[src/sbst_map.svh]
`ifndef SBST_MAP_SVH
`define SBST_MAP_SVH
// ****************************************************************
// Scan register sizes and identification field layout
// ****************************************************************
`define SBST_IR_W          3
`define SBST_ID_W          32
`define SBST_BSR_W         109
`define SBST_BSR_OE_BIT    108
`define SBST_ID_VER_MSB    31
`define SBST_ID_VER_LSB    29
`define SBST_ID_PART_MSB   28
`define SBST_ID_PART_LSB   12
`define SBST_ID_MAKER_MSB  11
`define SBST_ID_MAKER_LSB  1
`define SBST_ID_PRESENT    1'h1
// ****************************************************************
// Reset and capture values
// ****************************************************************
`define SBST_IR_CAPT       3'h1
`define SBST_OE_CELL_RST   1'h0
// ****************************************************************
// Timing
// ****************************************************************
`define SBST_MCLK_NS       8
`define SBST_PLL_WAIT_NS   20000
`define SBST_PLL_WAIT_CYC  ((`SBST_PLL_WAIT_NS + `SBST_MCLK_NS - 1) / `SBST_MCLK_NS)
`define SBST_PLL_MIN_MHZ   120
`define SBST_TCK_HALF_NS   80
`define SBST_TCK_HALF_CYC  (`SBST_TCK_HALF_NS / `SBST_MCLK_NS)
`define SBST_RST_TMS_CLKS  5
`endif

[src/sbst_pkg.sv]
`default_nettype none
package sbst_pkg;
   // ****************************************************************
   // Instruction codes
   // ****************************************************************
   typedef enum logic [2:0] {
      sbst_ins_extest  = 3'h0,
      sbst_ins_idcode  = 3'h1,
      sbst_ins_samplez = 3'h2,
      sbst_ins_sample  = 3'h4,
      sbst_ins_bypass  = 3'h7
   } sbst_ins_t;
   // ****************************************************************
   // Test access controller states
   // ****************************************************************
   typedef enum logic [3:0] {
      sbst_tlr    = 4'h0,
      sbst_rti    = 4'h1,
      sbst_sel_dr = 4'h3,
      sbst_cap_dr = 4'h2,
      sbst_shf_dr = 4'h6,
      sbst_ex1_dr = 4'h7,
      sbst_pau_dr = 4'h5,
      sbst_ex2_dr = 4'h4,
      sbst_upd_dr = 4'hc,
      sbst_sel_ir = 4'hd,
      sbst_cap_ir = 4'hf,
      sbst_shf_ir = 4'he,
      sbst_ex1_ir = 4'ha,
      sbst_pau_ir = 4'hb,
      sbst_ex2_ir = 4'h9,
      sbst_upd_ir = 4'h8
   } sbst_tap_t;
   // ****************************************************************
   // Controller engine states
   // ****************************************************************
   typedef enum logic [2:0] {
      sbst_h_pll  = 3'h0,
      sbst_h_idle = 3'h1,
      sbst_h_low  = 3'h3,
      sbst_h_high = 3'h2
   } sbst_eng_t;
endpackage : sbst_pkg
`default_nettype wire

[src/sbst_if.sv]
`timescale 1ns/100ps
`default_nettype none
interface sbst_if;
   logic tck;
   logic tms;
   logic tdi;
   logic tdo;
   logic tdo_oe_b;
   logic pll_disable_input;
   modport dev (
      input  tck,
      input  tms,
      input  tdi,
      input  pll_disable_input,
      output tdo,
      output tdo_oe_b
   );
   modport host (
      output tck,
      output tms,
      output tdi,
      output pll_disable_input,
      input  tdo,
      input  tdo_oe_b
   );
endinterface : sbst_if
`default_nettype wire

[src/sbst_dev.sv]
`timescale 1ns/100ps
`default_nettype none
`include "sbst_map.svh"
// Overview of operation
// - Instruction, bypass, identification, boundary chains shift serially.
// - Identification bits 31:29 hold version.
// - Identification bits 28:12 hold part code.
// - Identification bits 11:1 hold maker code.
// - Identification bit 0 always one.
// - Code 000 selects external test.
// - Code 001 selects identification, memory unaffected.
// - Code 010 samples, forces outputs high impedance.
// - Code 100 samples without disturbing memory.
// - Controller loads reserved codes, which select the bypass bit.
// - Code 111 selects the one-bit bypass.
// - Host holds PLL disable defined at power-up.
// - Host raises PLL disable, waits 20 us.
// - PLL reference is the main clock.
// - PLL works down to 120 MHz.
// - Host gives 20 us stable clock to relock.
// - Cell 108 enables read outputs under external test.
// - Identification selected at reset and test-logic-reset.
// - High impedance forcing holds until next update.
module sbst_dev #(
   parameter logic [2:0]  ID_VER   = 3'h5,       // Arbitrary value.
   parameter logic [16:0] ID_PART  = 17'h0_a5c5, // Arbitrary value.
   parameter logic [10:0] ID_MAKER = 11'h25b     // Arbitrary value.
) (
   input  wire logic                     mclk,
   input  wire logic                     rst_b,
   sbst_if.dev                           lnk,
   input  wire logic [`SBST_BSR_W-2:0]   ring_in,
   output logic      [`SBST_BSR_W-2:0]   bsr_drive,
   output logic                          extest_on,
   output logic                          q_hiz,
   output logic                          pll_locked
);
   // ****************************************************************
   // Next-state function of the test access controller
   // ****************************************************************
   function automatic sbst_pkg::sbst_tap_t next_st(
      input sbst_pkg::sbst_tap_t st,
      input logic                tms
   );
      case (st)
         sbst_pkg::sbst_tlr:    next_st = tms ? sbst_pkg::sbst_tlr    : sbst_pkg::sbst_rti;
         sbst_pkg::sbst_rti:    next_st = tms ? sbst_pkg::sbst_sel_dr : sbst_pkg::sbst_rti;
         sbst_pkg::sbst_sel_dr: next_st = tms ? sbst_pkg::sbst_sel_ir : sbst_pkg::sbst_cap_dr;
         sbst_pkg::sbst_cap_dr: next_st = tms ? sbst_pkg::sbst_ex1_dr : sbst_pkg::sbst_shf_dr;
         sbst_pkg::sbst_shf_dr: next_st = tms ? sbst_pkg::sbst_ex1_dr : sbst_pkg::sbst_shf_dr;
         sbst_pkg::sbst_ex1_dr: next_st = tms ? sbst_pkg::sbst_upd_dr : sbst_pkg::sbst_pau_dr;
         sbst_pkg::sbst_pau_dr: next_st = tms ? sbst_pkg::sbst_ex2_dr : sbst_pkg::sbst_pau_dr;
         sbst_pkg::sbst_ex2_dr: next_st = tms ? sbst_pkg::sbst_upd_dr : sbst_pkg::sbst_shf_dr;
         sbst_pkg::sbst_upd_dr: next_st = tms ? sbst_pkg::sbst_sel_dr : sbst_pkg::sbst_rti;
         sbst_pkg::sbst_sel_ir: next_st = tms ? sbst_pkg::sbst_tlr    : sbst_pkg::sbst_cap_ir;
         sbst_pkg::sbst_cap_ir: next_st = tms ? sbst_pkg::sbst_ex1_ir : sbst_pkg::sbst_shf_ir;
         sbst_pkg::sbst_shf_ir: next_st = tms ? sbst_pkg::sbst_ex1_ir : sbst_pkg::sbst_shf_ir;
         sbst_pkg::sbst_ex1_ir: next_st = tms ? sbst_pkg::sbst_upd_ir : sbst_pkg::sbst_pau_ir;
         sbst_pkg::sbst_pau_ir: next_st = tms ? sbst_pkg::sbst_ex2_ir : sbst_pkg::sbst_pau_ir;
         sbst_pkg::sbst_ex2_ir: next_st = tms ? sbst_pkg::sbst_upd_ir : sbst_pkg::sbst_shf_ir;
         sbst_pkg::sbst_upd_ir: next_st = tms ? sbst_pkg::sbst_sel_dr : sbst_pkg::sbst_rti;
         default:               next_st = sbst_pkg::sbst_tlr;
      endcase
   endfunction : next_st

   // ****************************************************************
   // Pin synchronisers and test clock edge detection
   // ****************************************************************
   // The test clock is slow against mclk, so sampling it and acting on
   // its edges keeps all scan logic in one domain.
   logic                      tck_m_q;
   logic                      tck_s_q;
   logic                      tck_p_q;
   logic                      tms_m_q;
   logic                      tms_s_q;
   logic                      tdi_m_q;
   logic                      tdi_s_q;
   logic                      pll_m_q;
   logic                      pll_s_q;

   always_ff @(posedge mclk or negedge rst_b) begin
      if (!rst_b) begin
         {tck_m_q, tck_s_q, tck_p_q} <= 3'h0;
         {tms_m_q, tms_s_q} <= 2'h3;
         {tdi_m_q, tdi_s_q} <= 2'h0;
         {pll_m_q, pll_s_q} <= 2'h0;
      end else begin
         {tck_m_q, tck_s_q, tck_p_q} <= {lnk.tck, tck_m_q, tck_s_q};
         {tms_m_q, tms_s_q} <= {lnk.tms, tms_m_q};
         {tdi_m_q, tdi_s_q} <= {lnk.tdi, tdi_m_q};
         {pll_m_q, pll_s_q} <= {lnk.pll_disable_input, pll_m_q};
      end
   end

   wire tck_rise = tck_s_q & ~tck_p_q;
   wire tck_fall = ~tck_s_q & tck_p_q;

   // ****************************************************************
   // Controller state
   // ****************************************************************
   sbst_pkg::sbst_tap_t       st_q;
   sbst_pkg::sbst_tap_t       st_d;

   assign st_d = tck_rise ? next_st(st_q, tms_s_q) : st_q;

   always_ff @(posedge mclk or negedge rst_b) begin
      if (!rst_b) begin
         st_q <= sbst_pkg::sbst_tlr;
      end else begin
         st_q <= st_d;
      end
   end

   wire in_tlr    = st_q == sbst_pkg::sbst_tlr;
   wire in_cap_ir = st_q == sbst_pkg::sbst_cap_ir;
   wire in_shf_ir = st_q == sbst_pkg::sbst_shf_ir;
   wire in_upd_ir = st_q == sbst_pkg::sbst_upd_ir;
   wire in_cap_dr = st_q == sbst_pkg::sbst_cap_dr;
   wire in_shf_dr = st_q == sbst_pkg::sbst_shf_dr;
   wire in_upd_dr = st_q == sbst_pkg::sbst_upd_dr;

   // ****************************************************************
   // Instruction decode
   // ****************************************************************
   logic [`SBST_IR_W-1:0]     ir_sh_q;
   logic [`SBST_IR_W-1:0]     ir_sh_d;
   logic [`SBST_IR_W-1:0]     ir_q;
   logic [`SBST_IR_W-1:0]     ir_d;

   wire ins_ext  = ir_q == sbst_pkg::sbst_ins_extest;
   wire ins_idc  = ir_q == sbst_pkg::sbst_ins_idcode;
   wire ins_smpz = ir_q == sbst_pkg::sbst_ins_samplez;
   wire ins_smpl = ir_q == sbst_pkg::sbst_ins_sample;
   // Bypass code and the reserved codes all fall back to the bypass bit.
   wire sel_bsr  = ins_ext | ins_smpz | ins_smpl;
   wire sel_byp  = ~ins_idc & ~sel_bsr;

   // ****************************************************************
   // Scan chains
   // ****************************************************************
   logic [`SBST_ID_W-1:0]     id_sh_q;
   logic [`SBST_ID_W-1:0]     id_sh_d;
   logic [`SBST_BSR_W-1:0]    bsr_sh_q;
   logic [`SBST_BSR_W-1:0]    bsr_sh_d;
   logic [`SBST_BSR_W-1:0]    bsr_upd_q;
   logic [`SBST_BSR_W-1:0]    bsr_upd_d;
   logic                      byp_q;
   logic                      byp_d;
   logic [`SBST_ID_W-1:0]     id_val;

   assign id_val[`SBST_ID_VER_MSB:`SBST_ID_VER_LSB]     = ID_VER;
   assign id_val[`SBST_ID_PART_MSB:`SBST_ID_PART_LSB]   = ID_PART;
   assign id_val[`SBST_ID_MAKER_MSB:`SBST_ID_MAKER_LSB] = ID_MAKER;
   assign id_val[0]                                     = `SBST_ID_PRESENT;

   wire cap_dr = tck_rise & in_cap_dr;
   wire shf_dr = tck_rise & in_shf_dr;

   assign ir_sh_d = (tck_rise & in_cap_ir) ? `SBST_IR_CAPT :
                    (tck_rise & in_shf_ir) ? {tdi_s_q, ir_sh_q[`SBST_IR_W-1:1]} :
                    ir_sh_q;

   assign id_sh_d = (cap_dr & ins_idc) ? id_val :
                    (shf_dr & ins_idc) ? {tdi_s_q, id_sh_q[`SBST_ID_W-1:1]} :
                    id_sh_q;

   // The internal cell captures its own latched value.
   assign bsr_sh_d = (cap_dr & sel_bsr) ? {bsr_upd_q[`SBST_BSR_OE_BIT], ring_in} :
                     (shf_dr & sel_bsr) ? {tdi_s_q, bsr_sh_q[`SBST_BSR_W-1:1]} :
                     bsr_sh_q;

   assign byp_d = (cap_dr & sel_byp) ? 1'h0 :
                  (shf_dr & sel_byp) ? tdi_s_q :
                  byp_q;

   // Updates act on the falling test clock edge, as the standard asks.
   assign ir_d = in_tlr ? sbst_pkg::sbst_ins_idcode :
                 (tck_fall & in_upd_ir) ? ir_sh_q :
                 ir_q;

   assign bsr_upd_d = in_tlr ? {`SBST_OE_CELL_RST, bsr_upd_q[`SBST_BSR_W-2:0]} :
                      (tck_fall & in_upd_dr & sel_bsr) ? bsr_sh_q :
                      bsr_upd_q;

   always_ff @(posedge mclk or negedge rst_b) begin
      if (!rst_b) begin
         ir_sh_q   <= `SBST_IR_CAPT;
         ir_q      <= sbst_pkg::sbst_ins_idcode;
         id_sh_q   <= '0;
         bsr_sh_q  <= '0;
         bsr_upd_q <= '0;
         byp_q     <= 1'h0;
      end else begin
         ir_sh_q   <= ir_sh_d;
         ir_q      <= ir_d;
         id_sh_q   <= id_sh_d;
         bsr_sh_q  <= bsr_sh_d;
         bsr_upd_q <= bsr_upd_d;
         byp_q     <= byp_d;
      end
   end

   // ****************************************************************
   // Serial output
   // ****************************************************************
   wire tdo_bit = in_shf_ir ? ir_sh_q[0] :
                  ins_idc   ? id_sh_q[0] :
                  sel_bsr   ? bsr_sh_q[0] :
                  byp_q;
   wire shifting = in_shf_ir | in_shf_dr;

   logic                      tdo_q;
   logic                      tdo_oe_b_q;

   always_ff @(posedge mclk or negedge rst_b) begin
      if (!rst_b) begin
         tdo_q      <= 1'h0;
         tdo_oe_b_q <= 1'h1;
      end else if (tck_fall) begin
         tdo_q      <= tdo_bit;
         tdo_oe_b_q <= ~shifting;
      end
   end

   assign lnk.tdo      = tdo_q;
   assign lnk.tdo_oe_b = tdo_oe_b_q;

   // ****************************************************************
   // Memory-side controls
   // ****************************************************************
   // The forcing follows ir_q, which only moves at update or reset.
   wire q_hiz_d = ins_smpz | (ins_ext & ~bsr_upd_q[`SBST_BSR_OE_BIT]);

   logic                      q_hiz_q;
   logic                      extest_q;

   always_ff @(posedge mclk or negedge rst_b) begin
      if (!rst_b) begin
         q_hiz_q  <= 1'h0;
         extest_q <= 1'h0;
      end else begin
         q_hiz_q  <= q_hiz_d;
         extest_q <= ins_ext;
      end
   end

   assign q_hiz     = q_hiz_q;
   assign extest_on = extest_q;
   assign bsr_drive = bsr_upd_q[`SBST_BSR_W-2:0];

   // ****************************************************************
   // PLL lock tracking
   // ****************************************************************
   // The lock timer counts mclk, the PLL reference; the count is sized
   // for 125 MHz, which sits above the lowest usable rate.
   localparam logic [11:0] LOCK_CYC = 12'(`SBST_PLL_WAIT_CYC);
   logic [11:0]               lock_cnt_q;
   logic                      locked_q;

   always_ff @(posedge mclk or negedge rst_b) begin
      if (!rst_b) begin
         lock_cnt_q <= 12'h000;
         locked_q   <= 1'h0;
      end else if (!pll_s_q) begin
         lock_cnt_q <= 12'h000;
         locked_q   <= 1'h0;
      end else if (lock_cnt_q != LOCK_CYC) begin
         lock_cnt_q <= lock_cnt_q + 12'h001;
      end else begin
         locked_q   <= 1'h1;
      end
   end

   assign pll_locked = locked_q;
endmodule : sbst_dev
`default_nettype wire

[src/flat_wrapper.sv]
// flat-port wrapper written by rule: the top's interface ports become plain ports
module sbst_dev_flat 
#(
   parameter logic [2:0]  ID_VER   = 3'h5,                          
   parameter logic [16:0] ID_PART  = 17'h0_a5c5,                    
   parameter logic [10:0] ID_MAKER = 11'h25b                        
)
  (mclk, rst_b, ring_in, bsr_drive, extest_on, q_hiz, pll_locked, lnk_tck, lnk_tms, lnk_tdi, lnk_pll_disable_input, lnk_tdo, lnk_tdo_oe_b);
  sbst_if lnk_i ();
  input  wire logic mclk;
  input  wire logic rst_b;
  input  wire logic [`SBST_BSR_W-2:0] ring_in;
  output logic      [`SBST_BSR_W-2:0] bsr_drive;
  output logic extest_on;
  output logic q_hiz;
  output logic pll_locked;
  input wire logic [$bits(lnk_i.tck)-1:0] lnk_tck;
  input wire logic [$bits(lnk_i.tms)-1:0] lnk_tms;
  input wire logic [$bits(lnk_i.tdi)-1:0] lnk_tdi;
  input wire logic [$bits(lnk_i.pll_disable_input)-1:0] lnk_pll_disable_input;
  output wire logic [$bits(lnk_i.tdo)-1:0] lnk_tdo;
  output wire logic [$bits(lnk_i.tdo_oe_b)-1:0] lnk_tdo_oe_b;
  assign lnk_i.tck = lnk_tck;
  assign lnk_i.tms = lnk_tms;
  assign lnk_i.tdi = lnk_tdi;
  assign lnk_i.pll_disable_input = lnk_pll_disable_input;
  assign lnk_tdo = lnk_i.tdo;
  assign lnk_tdo_oe_b = lnk_i.tdo_oe_b;
  sbst_dev #(.ID_VER(ID_VER), .ID_PART(ID_PART), .ID_MAKER(ID_MAKER)) u_core (.mclk(mclk), .rst_b(rst_b), .lnk(lnk_i), .ring_in(ring_in), .bsr_drive(bsr_drive), .extest_on(extest_on), .q_hiz(q_hiz), .pll_locked(pll_locked));
endmodule
[config.mk]
export PLATFORM = sky130hd
export DESIGN_NAME = sbst_dev_flat
export DESIGN_NICKNAME = d
export VERILOG_FILES = /design/src/sbst_pkg.sv /design/src/sbst_if.sv /design/src/sbst_dev.sv /design/src/flat_wrapper.sv
export VERILOG_INCLUDE_DIRS = /design/src
export SDC_FILE = /design/constraint.sdc
export NUM_CORES = 1
export LEC_CHECK = 0
export ABC_AREA = 1
export BUFFER_PORTS_ARGS = -buffer_cell sky130_fd_sc_hd__buf_2
export CORE_ASPECT_RATIO = 0.6
export CORE_UTILIZATION = 34
export DETAILED_ROUTE_END_ITERATION = 16
export PLACE_DENSITY = 0.54
export SYNTH_ARGS = -nofsm -noshare
export SYNTH_HDL_FRONTEND = slang
export SYNTH_SLANG_ARGS = --single-unit
[constraint.sdc]
create_clock -name mclk -period 1.48 [get_ports mclk]
set_input_delay 0.148 -clock mclk [delete_from_list [all_inputs] [get_ports mclk]]
set_output_delay 0.148 -clock mclk [all_outputs]
set_load 0.1 [all_outputs]
== Word-level counts from Yosys, hierarchy flattened ==
Index checks and enable logic that the tools add are counted.

* Input port bits: 114
* Word-level logic and storage cells: 117
* Flip-flop bits (word level): 287
* Output and inout bits: 113

* Equal/unequal tests: 21
* Multiplexer cells: 32
* Reductions and logical operators: 12
* Bitwise operators: 28
* Add/subtract/negate cells: 1

{| class="wikitable"
|+ Operators with widths
! kind !! number
|-
| 109-bit 2-to-1 mux || 4
|-
| 32-bit 2-to-1 mux || 2
|-
| 4-bit one-hot mux with 12 select lines || 1
|-
| 4-bit == test (second input constant) || 8
|-
| 12-bit 2-to-1 mux || 2
|-
| 3-bit 2-to-1 mux || 6
|-
| 1-bit AND || 17
|-
| 4-bit by 3-bit == test with 1-bit output (second input constant) || 4
|-
| 4-bit 2-to-1 mux || 4
|-
| 12-bit by 1-bit adder with 12-bit output (second input constant) || 1
|-
| 12-bit != test (second input constant) || 1
|-
| 2-bit nonzero test || 6
|-
| 1-bit 2-to-1 mux || 10
|-
| 4-bit by 2-bit == test with 1-bit output (second input constant) || 2
|-
| 1-bit NOT || 7
|-
| 2-bit 2-to-1 mux || 3
|-
| 4-bit by 1-bit == test with 1-bit output (second input constant) || 1
|-
| 4-bit logical NOT || 1
|-
| 2-bit != test (second input constant) || 2
|-
| 1-bit bitwise OR || 4
|-
| 2-bit OR reduction || 2
|-
| 3-bit by 1-bit == test with 1-bit output (second input constant) || 1
|-
| 3-bit by 2-bit == test with 1-bit output (second input constant) || 1
|-
| 3-bit == test (second input constant) || 1
|-
| 3 further kinds || 3
|}

== Depth between registers and ports, before layout ==
Gate-level depths: netlist of the first run.

* Word-level depth: 8
* Depth in mapped cells: 10
* Gate-level depth less buffers: 9

== Worst setup path after synthesis of the first run ==
No wires, ideal clock.

* Kind: register -> register
* Start point: reg u_core.ir_q[0]
* End point: reg u_core.id_sh_q[0]
* Arrival: 1.491 ns
* Buffers on the path: 1
* Library setup time: 0.120 ns
* Clock period less this slack: 1.611 ns
* Slack: -0.131 ns
* Cell stages (with the launch flop): 7
* Required time: 1.360 ns
* Cells stage by stage: dfstp_2 > nand3_1 > nor3_4 > nand2_1 > clkbuf_2 > o21ai_0 > inv_1

* Cells in the longest elaborated chain, start to end: 3
* Elaborated cells on any way between the ends: 5
* Those cells by class: 1 x eq/ne; 1 x mux; 2 x bitwise; 1 x reduce/logical

{| class="wikitable"
|+ Ends and longest elaborated chain
! what !! RTL line !! text
|-
| start: declaration || sbst_dev.sv:127 || <nowiki>logic [`SBST_IR_W-1:0] ir_q;</nowiki>
|-
| start signal: assignment || sbst_dev.sv:188 || <nowiki>ir_q <= sbst_pkg::sbst_ins_idcode;</nowiki>
|-
| start signal: assignment || sbst_dev.sv:195 || <nowiki>ir_q <= ir_d;</nowiki>
|-
| 3-bit by 1-bit == test with 1-bit output (*) || sbst_dev.sv:131 || <nowiki>wire ins_idc = ir_q == sbst_pkg::sbst_ins_idcode;</nowiki>
|-
| 1-bit AND (on tied branches) || sbst_dev.sv:163, sbst_dev.sv:164 ||
|-
| 32-bit 2-to-1 mux or 2-bit nonzero test (tied branches) || -- ||
|-
| end signal: assignment || sbst_dev.sv:196 || <nowiki>id_sh_q <= id_sh_d;</nowiki>
|-
| end: declaration || sbst_dev.sv:141 || <nowiki>logic [`SBST_ID_W-1:0] id_sh_q;</nowiki>
|}

Every way passes the cells marked *; elsewhere a longest branch is shown, timed or not.
A chain may end at the register's enable or synchronous reset.

== Final worst setup path of the first run ==
* Start point: reg u_core.ir_q[0]
* End point: reg u_core.bsr_sh_q[78]

* Cells in the longest elaborated chain, start to end: 5
* Elaborated cells on any way between the ends: 9
* Those cells by class: 2 x eq/ne; 1 x mux; 4 x bitwise; 2 x reduce/logical

{| class="wikitable"
|+ Ends and longest elaborated chain
! what !! RTL line !! text
|-
| 3-bit by 2-bit == test with 1-bit output or 3-bit logical NOT (tied branches) || sbst_dev.sv:132, sbst_dev.sv:130 ||
|-
| 1-bit bitwise OR || sbst_dev.sv:135 || <nowiki>wire sel_bsr = ins_ext | ins_smpz | ins_smpl;</nowiki>
|-
| 1-bit bitwise OR (*) || sbst_dev.sv:135 ||
|-
| 1-bit AND (on tied branches) || sbst_dev.sv:168, sbst_dev.sv:169 ||
|-
| 109-bit 2-to-1 mux or 2-bit nonzero test (tied branches) || -- ||
|-
| end signal: assignment || sbst_dev.sv:197 || <nowiki>bsr_sh_q <= bsr_sh_d;</nowiki>
|-
| end: declaration || sbst_dev.sv:143 || <nowiki>logic [`SBST_BSR_W-1:0] bsr_sh_q;</nowiki>
|}

Marks and branches as above.

==> results of run 1 <==
where the power goes:
group	switching, mW	internal, mW	total, mW
clock	3.24	4.20	7.44
sequential	2.40	10.9	13.3
combinational	13.8	5.57	19.4
total	19.5	20.7	40.2
cells by family after synthesis:
group	count (synthesis)	synth area share, %
AOI/OAI and AO/OA	280	10.5
xor gates and xnor gates	3	0.194
adders and majority gates	2	0.185
buffers and inverters	467	17.0
DFF	287	53.1
muxes	108	7.99
and+or+nand+nor	372	11.0
synthesized netlist by cell type, drive strengths merged, types with 5 or more instances:
cell | number | area, um^2
inv | 292 | 1100
dfstp | 5 | 131
nand4 | 5 | 31.3
nand3 | 25 | 125
nand2 | 307 | 1150
nor3 | 6 | 52.6
dfrtp | 282 | 7060
a21oi | 8 | 40.0
clkbuf | 23 | 88.8
mux2i | 108 | 1080
o21ai | 260 | 1300
o22ai | 6 | 37.5
nor2 | 26 | 105
buf | 152 | 1120
area by class of cell:
| class | count | share of cell area, % |
|---|---|---|
| Sequential cell | 287 | 38.5 |
| Multi-Input combinational cell | 765 | 25.0 |
| Timing Repair Buffer | 447 | 21.9 |
| Inverter | 292 | 5.89 |
| Clock buffer | 37 | 4.32 |
| Tap cell | 522 | 3.50 |
| Clock inverter | 16 | 0.791 |
| Antenna cell | 3 | 0.0402 |
flip-flops by register name, summed over array words and instances, names as in the netlist, 3 cells and up:
name and cells:
u_core.bsr_sh_q 109, u_core.id_sh_q 32, u_core.ir_sh_q 3, u_core.lock_cnt_q 12, u_core.ir_q 3, u_core.st_q 4
u_core.bsr_upd_q 109
tightest hold or removal path, delay by kind of cell:
kind / cells / cell delay (ps)
buf+inv: 3 / 910
metal layers:
layer / global-route usage, % / routed length [um]
met5: 0 / 14
met4: 3.75 / 677
met3: 3.39 / 1690
met2: 26.1 / 16900
met1: 23.4 / 17200
worst min path at each step:
stage,end,slack [ps],cells past startpoint
after floorplan,u_core.bsr_sh_q[0],-150,0
final,u_core.bsr_sh_q[24],140,3
after global placement,u_core.tdi_m_q,-50,1
after CTS,u_core.bsr_sh_q[24],130,3
after detailed placement,u_core.tdi_m_q,-50,1
after global routing,u_core.bsr_sh_q[24],140,3
what timing repair did:
item / 4_1_cts / 5_1_grt
buffers inserted: 8 / 12
endpoints found under the hold margin: 398 / 0
hold buffers: 114 / 0
resized for setup: 79 / 212
pin swaps: 4 / 8
setup endpoints to repair: 353 / 351
gates cloned: 8 / 19
per-stage QoR:
stage | utilization [%] | setup TNS, ps | worst slack [ps] | instances
4_1_cts | 44.7 | -28160 | -177 | 2338
6_report | 47.6 | -24000 | -189 | 2369
5_1_grt | 47.6 | -50690 | -258 | 2368
3_5_place_dp | 37.9 | -22290 | -196 | 2155
3_3_place_gp | 37.9 | -18330 | -161 | 2155
2_1_floorplan | - | -7700 | -94.9 | 1519
placed cells by master (no fill, tap or decap), drive strengths merged:
master         n
a31oi          2
clkinv        10
xor2           2
bufinv         2
o21bai         1
nor3b          2
o21a           2
nand2        307
dlygate4sd3  114
diode          3
xnor2          1
clkinvlp       4
a21boi         1
dfrtp        282
inv          292
nand3         25
buf          316
mux2i        108
nor3           6
a21oi          8
dfstp          5
ha             2
o22ai          6
o21ai        260
nor2          26
clkbuf        54
nand4          5
nor4           1
==> summary.txt, run 1 <==
Status: finished, violations left
Failing checks: negative setup slack
Crit-path max cell delay: 560 ps
Synthesis Warnings: 0
Max-Cap Viols: 0
Pin count of the biggest net entering global routing: 59
Pleak: 9.69 nW
Crit path capture: u_core.bsr_sh_q[78]
Critical path peak fanout: 6
Critical R2R Capture: u_core.bsr_sh_q[78]
Layout cells sized above 1: 30.4%
Drt pass-1 iters: 7
CP max-delay cell: dfstp_2
Post-synth EDFFs: 0
Placed inst area: 14,900 um^2
Root Buffer: clkbuf_16
Crit path required time: 1940 ps
ANT nets after route: 0
Crit path depth: 10
Syn Inst Count: 1,519
Clk_lat worst skew: 570 ps
Drt initial violations: 623
Post-Syn Area: 13,500 um^2
Vias per cell: 4.43
Worst path arrival time: 2130 ps
Register area: 7190 um^2
Crit path kind: reg2reg
Die width: 260 um
Final min period: 1670 ps
Drc violations: 0
Core area: 39,200 um^2
Startpoint Class: flip-flop
Setup ws final: -189 ps
Chip height: 157 um
DR vias: 10,500
Vias in the first global route: 9,971
#FFs+latches synth: 287
Critical Path Most Common Cell: buf_6
Global Route Usage Sum: 16.6%
Slew @ Worst Pin: 528 ps
Worst hold slack: 138 ps
Full die area: 40,600 um^2
Setup violators final: 301
Crit-path cells: a21oi_2, inv_2, nor3_4, buf_6, buf_6, clkbuf_16, buf_12, buf_16, o21ai_2, inv_1
Area Overhead vs Synth: 37.9%
First-pass GRT wire length: 53,500 um
Crit path buf inv count: 7
Critical Path Start: u_core.ir_q[0]
Period utilization: 113%
Power Dens Cells: 2150 nW/um^2
Max-slew violation count: 0
Post-Layout Inst Area: 18,700 um^2
CP delay by family, top: buffers and inverters
Register-to-register setup slack: -190 ps
# port buffers: 226
Asr flop ratio synth: 100%
Post-Route WL: 36,600 um
RSZ-0062 raised after global routing: yes
Final hold viol count: 0
Synth Flop Type: dfrtp_1
Global route total overflow: 0
Clock Sinks: 287
Net Count, Synth: 1,635
Crit end category: flip-flop
Total CTS buffers: 29
Row count: 56
Tot Pwr: 40.2 mW
Worst r2r src: u_core.ir_q[0]
IO Count: 227
Wire per inst: 15.4 um
Reg clk slew, reported paths: 70 ps
Starting Density: 34.6%
Gp weighted congestion: 0.876
CTS tree: yes
Initial antenna violation count: 4
Worst rel slew slack: 65.0%
Filler cell count: 3,730
Worst hold-check path type: in2async
Worst Skew: 13.7 ps
FF-to-FF path depth: 10
Hpwl dp: 22,500 um
Htree depth: 1
Multi-input gate area: 4670 um^2
Fmax: 599 MHz
Post-synthesis cell type count: 33
Sequential share of the synthesized area: 53.1%
Worst vdd ir: 1910 uV
Syn Area/Cell: 8.91 um^2
Clock Path Buffers: 3
Net count, final: 1,938
Note: power is estimated with default switching activity, not from simulation.
==> run 2, diff against run 1 <==
- CORE_UTILIZATION: 34 -> 51
- PLACE_DENSITY: 0.54 -> 0.75
==> run 2 against run 1 <==
The run still ends with negative setup slack left. Die area shrank 33%. Combinational power increased by 5%. Sequential share of layout area down 0.98 points.
==> summary.txt, run 2 (synthesis gave the netlist of run 1 again) <==
Fmax: 546 MHz (-8.9%)
Htree depth: 1 (unchanged)
Commonest cells after routing, fill and taps aside: 280 x inv_1, 278 x dfrtp_1, 212 x nand2_1
Vias per cell: 5.16 (+16%)
Power Dens Cells: 2160 nW/um^2 (+0.58%)
Row count: 45 (-20%)
CTS tree: yes
Inserted Diodes: 0 (-3)
Tot Pwr: 41.5 mW (+3.2%)
Vias in the first global route: 10,600 (+6.3%)
Reg clk slew, reported paths: 70 ps (about the same)
Chip height: 128 um (-18%)
Slew @ Worst Pin: 494 ps (-35.0 ps)
IO Count: 227 (unchanged)
Crit-path cells: inv_1, buf_4, nor2_1, nand4_1, buf_4, buf_12, buf_16, o21ai_0
Crit-path max cell delay: 320 ps (-240 ps)
Drc violations: 0 (unchanged)
Setup ws final: -351 ps (-162 ps)
Global Route Usage Sum: 25.0% (+8.4 points)
Core area: 25,700 um^2 (-34%)
# port buffers: 226 (unchanged)
Drt initial violations: 996 (+60%)
Root Buffer: clkbuf_16
Net count, final: 1,955 (+0.88%)
Failing checks: negative setup slack
Max-Cap Viols: 0 (unchanged)
Startpoint Class: flip-flop
Commonest non-fill, non-tap cell in the layout: inv_1
Post-Route WL: 39,900 um (+9.1%)
ANT nets after route: 0 (unchanged)
Full die area: 27,200 um^2 (-33%)
CP delay by family, top: buffers and inverters
Setup violators final: 250 (-17%)
Largest regs: u_core.bsr_sh_q x109, u_core.bsr_upd_q x109, u_core.id_sh_q x32
Critical Path Most Common Cell: buf_4
Status: finished, violations left
Area Overhead vs Synth: 41.5%
Drt pass-1 iters: 5 (-2)
Worst hold-check path type: in2reg
Starting Density: 52.7% (+18 points)
Pleak: 9.98 nW (+3.0%)
Final min period: 1830 ps (+162 ps)
Crit path required time: 1910 ps (-30 ps)
Initial antenna violation count: 0 (-4)
Period utilization: 124% (+11 points)
First-pass GRT wire length: 54,100 um (+1.1%)
Crit path kind: reg2reg
Placed inst area: 14,600 um^2 (-2.0%)
Clock Sinks: 287 (unchanged)
CP max-delay cell: dfrtp_1
Worst hold slack: 41.3 ps (-96.3 ps)
Layout Cells excl Fill: 2,211 (-6.7%)
Crit path buf inv count: 5 (-2)
DR vias: 11,400 (+8.7%)
Layout Utilization: 74.6% (+27 points)
Pin count of the biggest net entering global routing: 58 (-1.7%)
Final hold viol count: 0 (unchanged)
Critical path peak fanout: 18 (+12)
Post-Layout Inst Area: 19,200 um^2 (+2.6%)
Total CTS buffers: 27 (-6.9%)
Worst vdd ir: 1350 uV (-29%)
Worst rel slew slack: 67.3% (+2.3 points)
Clk_lat worst skew: 550 ps (-20 ps)
Global route total overflow: 0 (unchanged)
Crit end category: flip-flop
Worst path arrival time: 2260 ps (+130 ps)
Inst Count DP: 1,986 (-7.8%)
Hpwl dp: 20,000 um (-11%)
Wire per inst: 18.0 um (+17%)
RSZ-0062 raised after global routing: yes
Gp weighted congestion: 0.878 (+0.21%)
Worst Skew: 21.9 ps (+8.21 ps)
Die width: 212 um (-18%)
Layout cells sized above 1: 33.7% (+3.4 points)
Max-slew violation count: 0 (unchanged)
Clock Path Buffers: 3 (unchanged)
run 2: per-stage QoR:
stage               TNS, ps  worst slack [ps]
floorplan             -7700             -94.9
global placement     -15770              -135
detailed placement   -25810              -239
CTS                  -32130              -186
global route         -60180              -399
finish               -42410              -351
run 2: final cells by class:
type                    count  area, um^2
flip-flops and latches    287        7200
inverters                 292        1100
multi-input cells         765        4900
clock buffers              38         807
clock inverters            11         170
well taps                 352         440
fillers                  1665        6520
repair buffers            466        4540
run 2: path summary, 6_finish.rpt:
path | end | slack, ps | start | cells after the start
max | u_core.bsr_upd_q[104] | -350 | u_core.tck_p_q | 8
min | u_core.bsr_sh_q[5] | 40 | ring_in[5] | 5
max reg2reg | u_core.bsr_upd_q[104] | -350 | u_core.tck_p_q | 8
min reg2reg | u_core.tdi_s_q | 350 | u_core.tdi_m_q | 0
max in group asynchronous | u_core.bsr_upd_q[64] | 750 | rst_b | 3
min in group asynchronous | u_core.tck_p_q | 70 | rst_b | 2
run 2: report_power, final:
part	total [mW]	leakage, nW	switching, mW	internal, mW
combinational	20.3	5.86	14.4	5.90
sequential	13.5	3.63	2.58	10.9
clock	7.60	0.487	3.09	4.51
total	41.5	9.98	20.1	21.3
run 2: timing repair:
action                                  4_1_cts  5_1_grt
hold buffers                                112        0
resized for setup                           108      394
pin swaps                                     7       11
endpoints found under the setup margin      341      379
cloned                                       14       23
endpoints found under the hold margin       396        0
setup buffers                                16       19
run 2: metal layers:
metal	global-route usage (%)	share of wire, %	up-vias
li1	-	-	5264
met1	34.9	43	5654
met2	40.0	48	411
met3	5.14	6.2	88
met4	6.56	2.3	0
met5	0	0	-
run 2: worst min-delay path, stage by stage:
cell and delay [ps]:
buf_2 80, mux2i_1 70, nand2_1 110, o21ai_0 90, inv_1 60
==> run 3, diff against run 2 <==
- CORE_UTILIZATION: 51 -> 53
- CTS_BUF_LIST: unset -> sky130_fd_sc_hd__clkbuf_8
- PLACE_DENSITY: 0.75 -> 0.78
==> run 3 against run 2 <==
The run still ends with negative setup slack left. Core utilization increased by 6.2 points. Clock skew increased by 4.0 ps. Global-route usage increased by 3.8 points. Sequential power increased by 4%. Critical path depth increased by 1. Critical endpoint is now u_core.bsr_upd_q[98].
==> summary.txt, run 3 (synthesis gave the netlist of run 1 again) <==
Core area: 24,600 um^2 (-4.2%)
Worst hold slack: 77.3 ps (+36.0 ps)
Final hold viol count: 0 (unchanged)
Filler cell count: 1,305 (-22%)
Worst vdd ir: 1790 uV (+32%)
CP max-delay cell: dfrtp_1
DR vias: 12,400 (+8.5%)
Tot Pwr: 42.6 mW (+2.8%)
FF-to-FF path depth: 9 (+1)
Pleak: 10.3 nW (+3.3%)
Worst hold-check path type: in2async
First-pass GRT wire length: 59,900 um (+11%)
Hpwl dp: 20,300 um (+1.7%)
Gp weighted congestion: 0.882 (+0.43%)
Crit path kind: reg2reg
Vias in the first global route: 11,400 (+7.6%)
Status: finished, violations left
Full die area: 26,200 um^2 (-3.7%)
Worst r2r src: u_core.ir_q[1]
Clock Path Buffers: 3 (unchanged)
Vias per cell: 5.56 (+7.6%)
Final min period: 1740 ps (-87.8 ps)
Post-Route WL: 47,100 um (+18%)
Period utilization: 118% (-5.9 points)
Register-to-register setup slack: -260 ps (+90 ps)
Crit path required time: 1930 ps (+20 ps)
Layout cells sized above 1: 37.1% (+3.4 points)
Root Buffer: clkbuf_8
Drt initial violations: 1,181 (+19%)
Worst rel slew slack: 67.0% (-0.30 points)
Total CTS buffers: 43 (+59%)
Wire per inst: 21.1 um (+17%)
Drt pass-1 iters: 7 (+2)
Critical R2R Capture: u_core.bsr_upd_q[98]
Startpoint Class: flip-flop
Net count, final: 1,985 (+1.5%)
Crit-path cells: a21oi_2, buf_4, nand4_1, buf_6, buf_8, buf_12, clkbuf_16, nand2_1, o21ai_1
Slew @ Worst Pin: 498 ps (+4.59 ps)
Worst path arrival time: 2190 ps (-70 ps)
Clk_lat worst skew: 580 ps (+30 ps)
Pin count of the biggest net entering global routing: 48 (-17%)
Chip height: 126 um (-1.9%)
Initial antenna violation count: 4 (+4)
Setup ws final: -263 ps (+87.8 ps)
Commonest non-fill, non-tap cell in the layout: inv_1
Crit end category: flip-flop
Area Overhead vs Synth: 46.9%
Clock Sinks: 287 (unchanged)
Row count: 44 (-2.2%)
RSZ-0062 raised after global routing: yes
ANT nets after route: 0 (unchanged)
Crit path buf inv count: 5 (unchanged)
Setup violators final: 249 (-0.40%)
Worst Skew: 25.9 ps (+4.02 ps)
CTS tree: yes
Die width: 208 um (-1.9%)
Largest regs: u_core.bsr_sh_q x109, u_core.bsr_upd_q x109, u_core.id_sh_q x32
Register area: 7190 um^2 (about the same)
Crit-path max cell delay: 390 ps (+70 ps)
CP delay by family, top: buffers and inverters
Critical path peak fanout: 8 (-10)
Global Route Usage Sum: 28.8% (+3.8 points)
Power Dens Cells: 2140 nW/um^2 (-0.94%)
Max-slew violation count: 0 (unchanged)
Global route total overflow: 0 (unchanged)
Inst Count DP: 1,951 (-1.8%)
Fmax: 574 MHz (+5.0%)
Htree depth: 2 (+1)
Failing checks: negative setup slack
Drc violations: 0 (unchanged)
Starting Density: 55.0% (+2.3 points)
Layout Cells excl Fill: 2,229 (+0.81%)
Multi-input gate area: 5150 um^2 (+5.2%)
Commonest cells after routing, fill and taps aside: 299 x inv_1, 280 x dfrtp_1, 183 x nand2_1
Max-Cap Viols: 0 (unchanged)
Reg clk slew, reported paths: 60 ps (about the same)
# port buffers: 226 (unchanged)
IO Count: 227 (unchanged)
[run 3: report_power, final]
| group | switching [mW] | internal, mW | total, mW | leakage [nW] |
|---|---|---|---|---|
| Clock | 3.35 | 3.55 | 6.90 | 0.521 |
| Sequential | 3.05 | 10.9 | 14.0 | 3.63 |
| Combinational | 15.2 | 6.59 | 21.7 | 6.15 |
[run 3: worst max path at each step]
| stage | start | end | slack, ps | cells after the start |
|---|---|---|---|---|
| floorplan | u_core.st_q[1] | u_core.id_sh_q[22] | -90 | 8 |
| global placement | u_core.st_q[0] | u_core.bsr_upd_q[60] | -180 | 7 |
| detailed placement | u_core.st_q[0] | u_core.bsr_upd_q[76] | -210 | 7 |
| CTS | u_core.st_q[1] | u_core.bsr_sh_q[6] | -180 | 10 |
| global route | u_core.ir_q[1] | u_core.bsr_sh_q[107] | -330 | 9 |
| finish | u_core.ir_q[1] | u_core.bsr_upd_q[98] | -260 | 9 |
[run 3: through the flow]
| step | util (%) | TNS [ps] | area [um^2] | setup slack [ps] |
|---|---|---|---|---|
| after floorplan | - | -7700 | 13600 | -94.9 |
| after CTS | 71.0 | -32960 | 17500 | -177 |
| after global placement | 59.3 | -22410 | 14600 | -181 |
| final | 80.8 | -38310 | 19900 | -263 |
| after global routing | 80.8 | -55990 | 19900 | -328 |
| after detailed placement | 59.3 | -33260 | 14600 | -211 |
[run 3: routing by layer]
| metal | track usage (%) | part of all wire [%] | up-vias |
|---|---|---|---|
| li1 | - | - | 5363 |
| met5 | 0 | 0 | - |
| met2 | 45.7 | 47 | 786 |
| met3 | 6.26 | 8.7 | 199 |
| met1 | 38.6 | 39 | 6036 |
| met4 | 12.2 | 4.9 | 0 |
[run 3: cell type report]
class | count | share of cell area, %
clock inverters | 28 | 0.869
multi-input cells | 765 | 25.9
well taps | 322 | 2.03
flip-flops and latches | 287 | 36.2
clock buffers | 52 | 3.60
diodes | 3 | 0.0378
repair buffers | 480 | 25.8
inverters | 292 | 5.58
[run 3: worst register-to-register path: stages, from the launching register on]
cell,delay [ps]
dfrtp_1,390
a21oi_2,190
buf_4,140
nand4_1,110
buf_6,170
buf_8,140
buf_12,160
clkbuf_16,180
nand2_1,80
o21ai_1,70
[run 3: repair_timing]
item,CTS,global route
resized for setup,81,610
cloned,19,39
setup endpoints to repair,357,373
hold buffers,113,0
buffers inserted,14,16
hold endpoints to repair,397,0
pin swaps,5,9
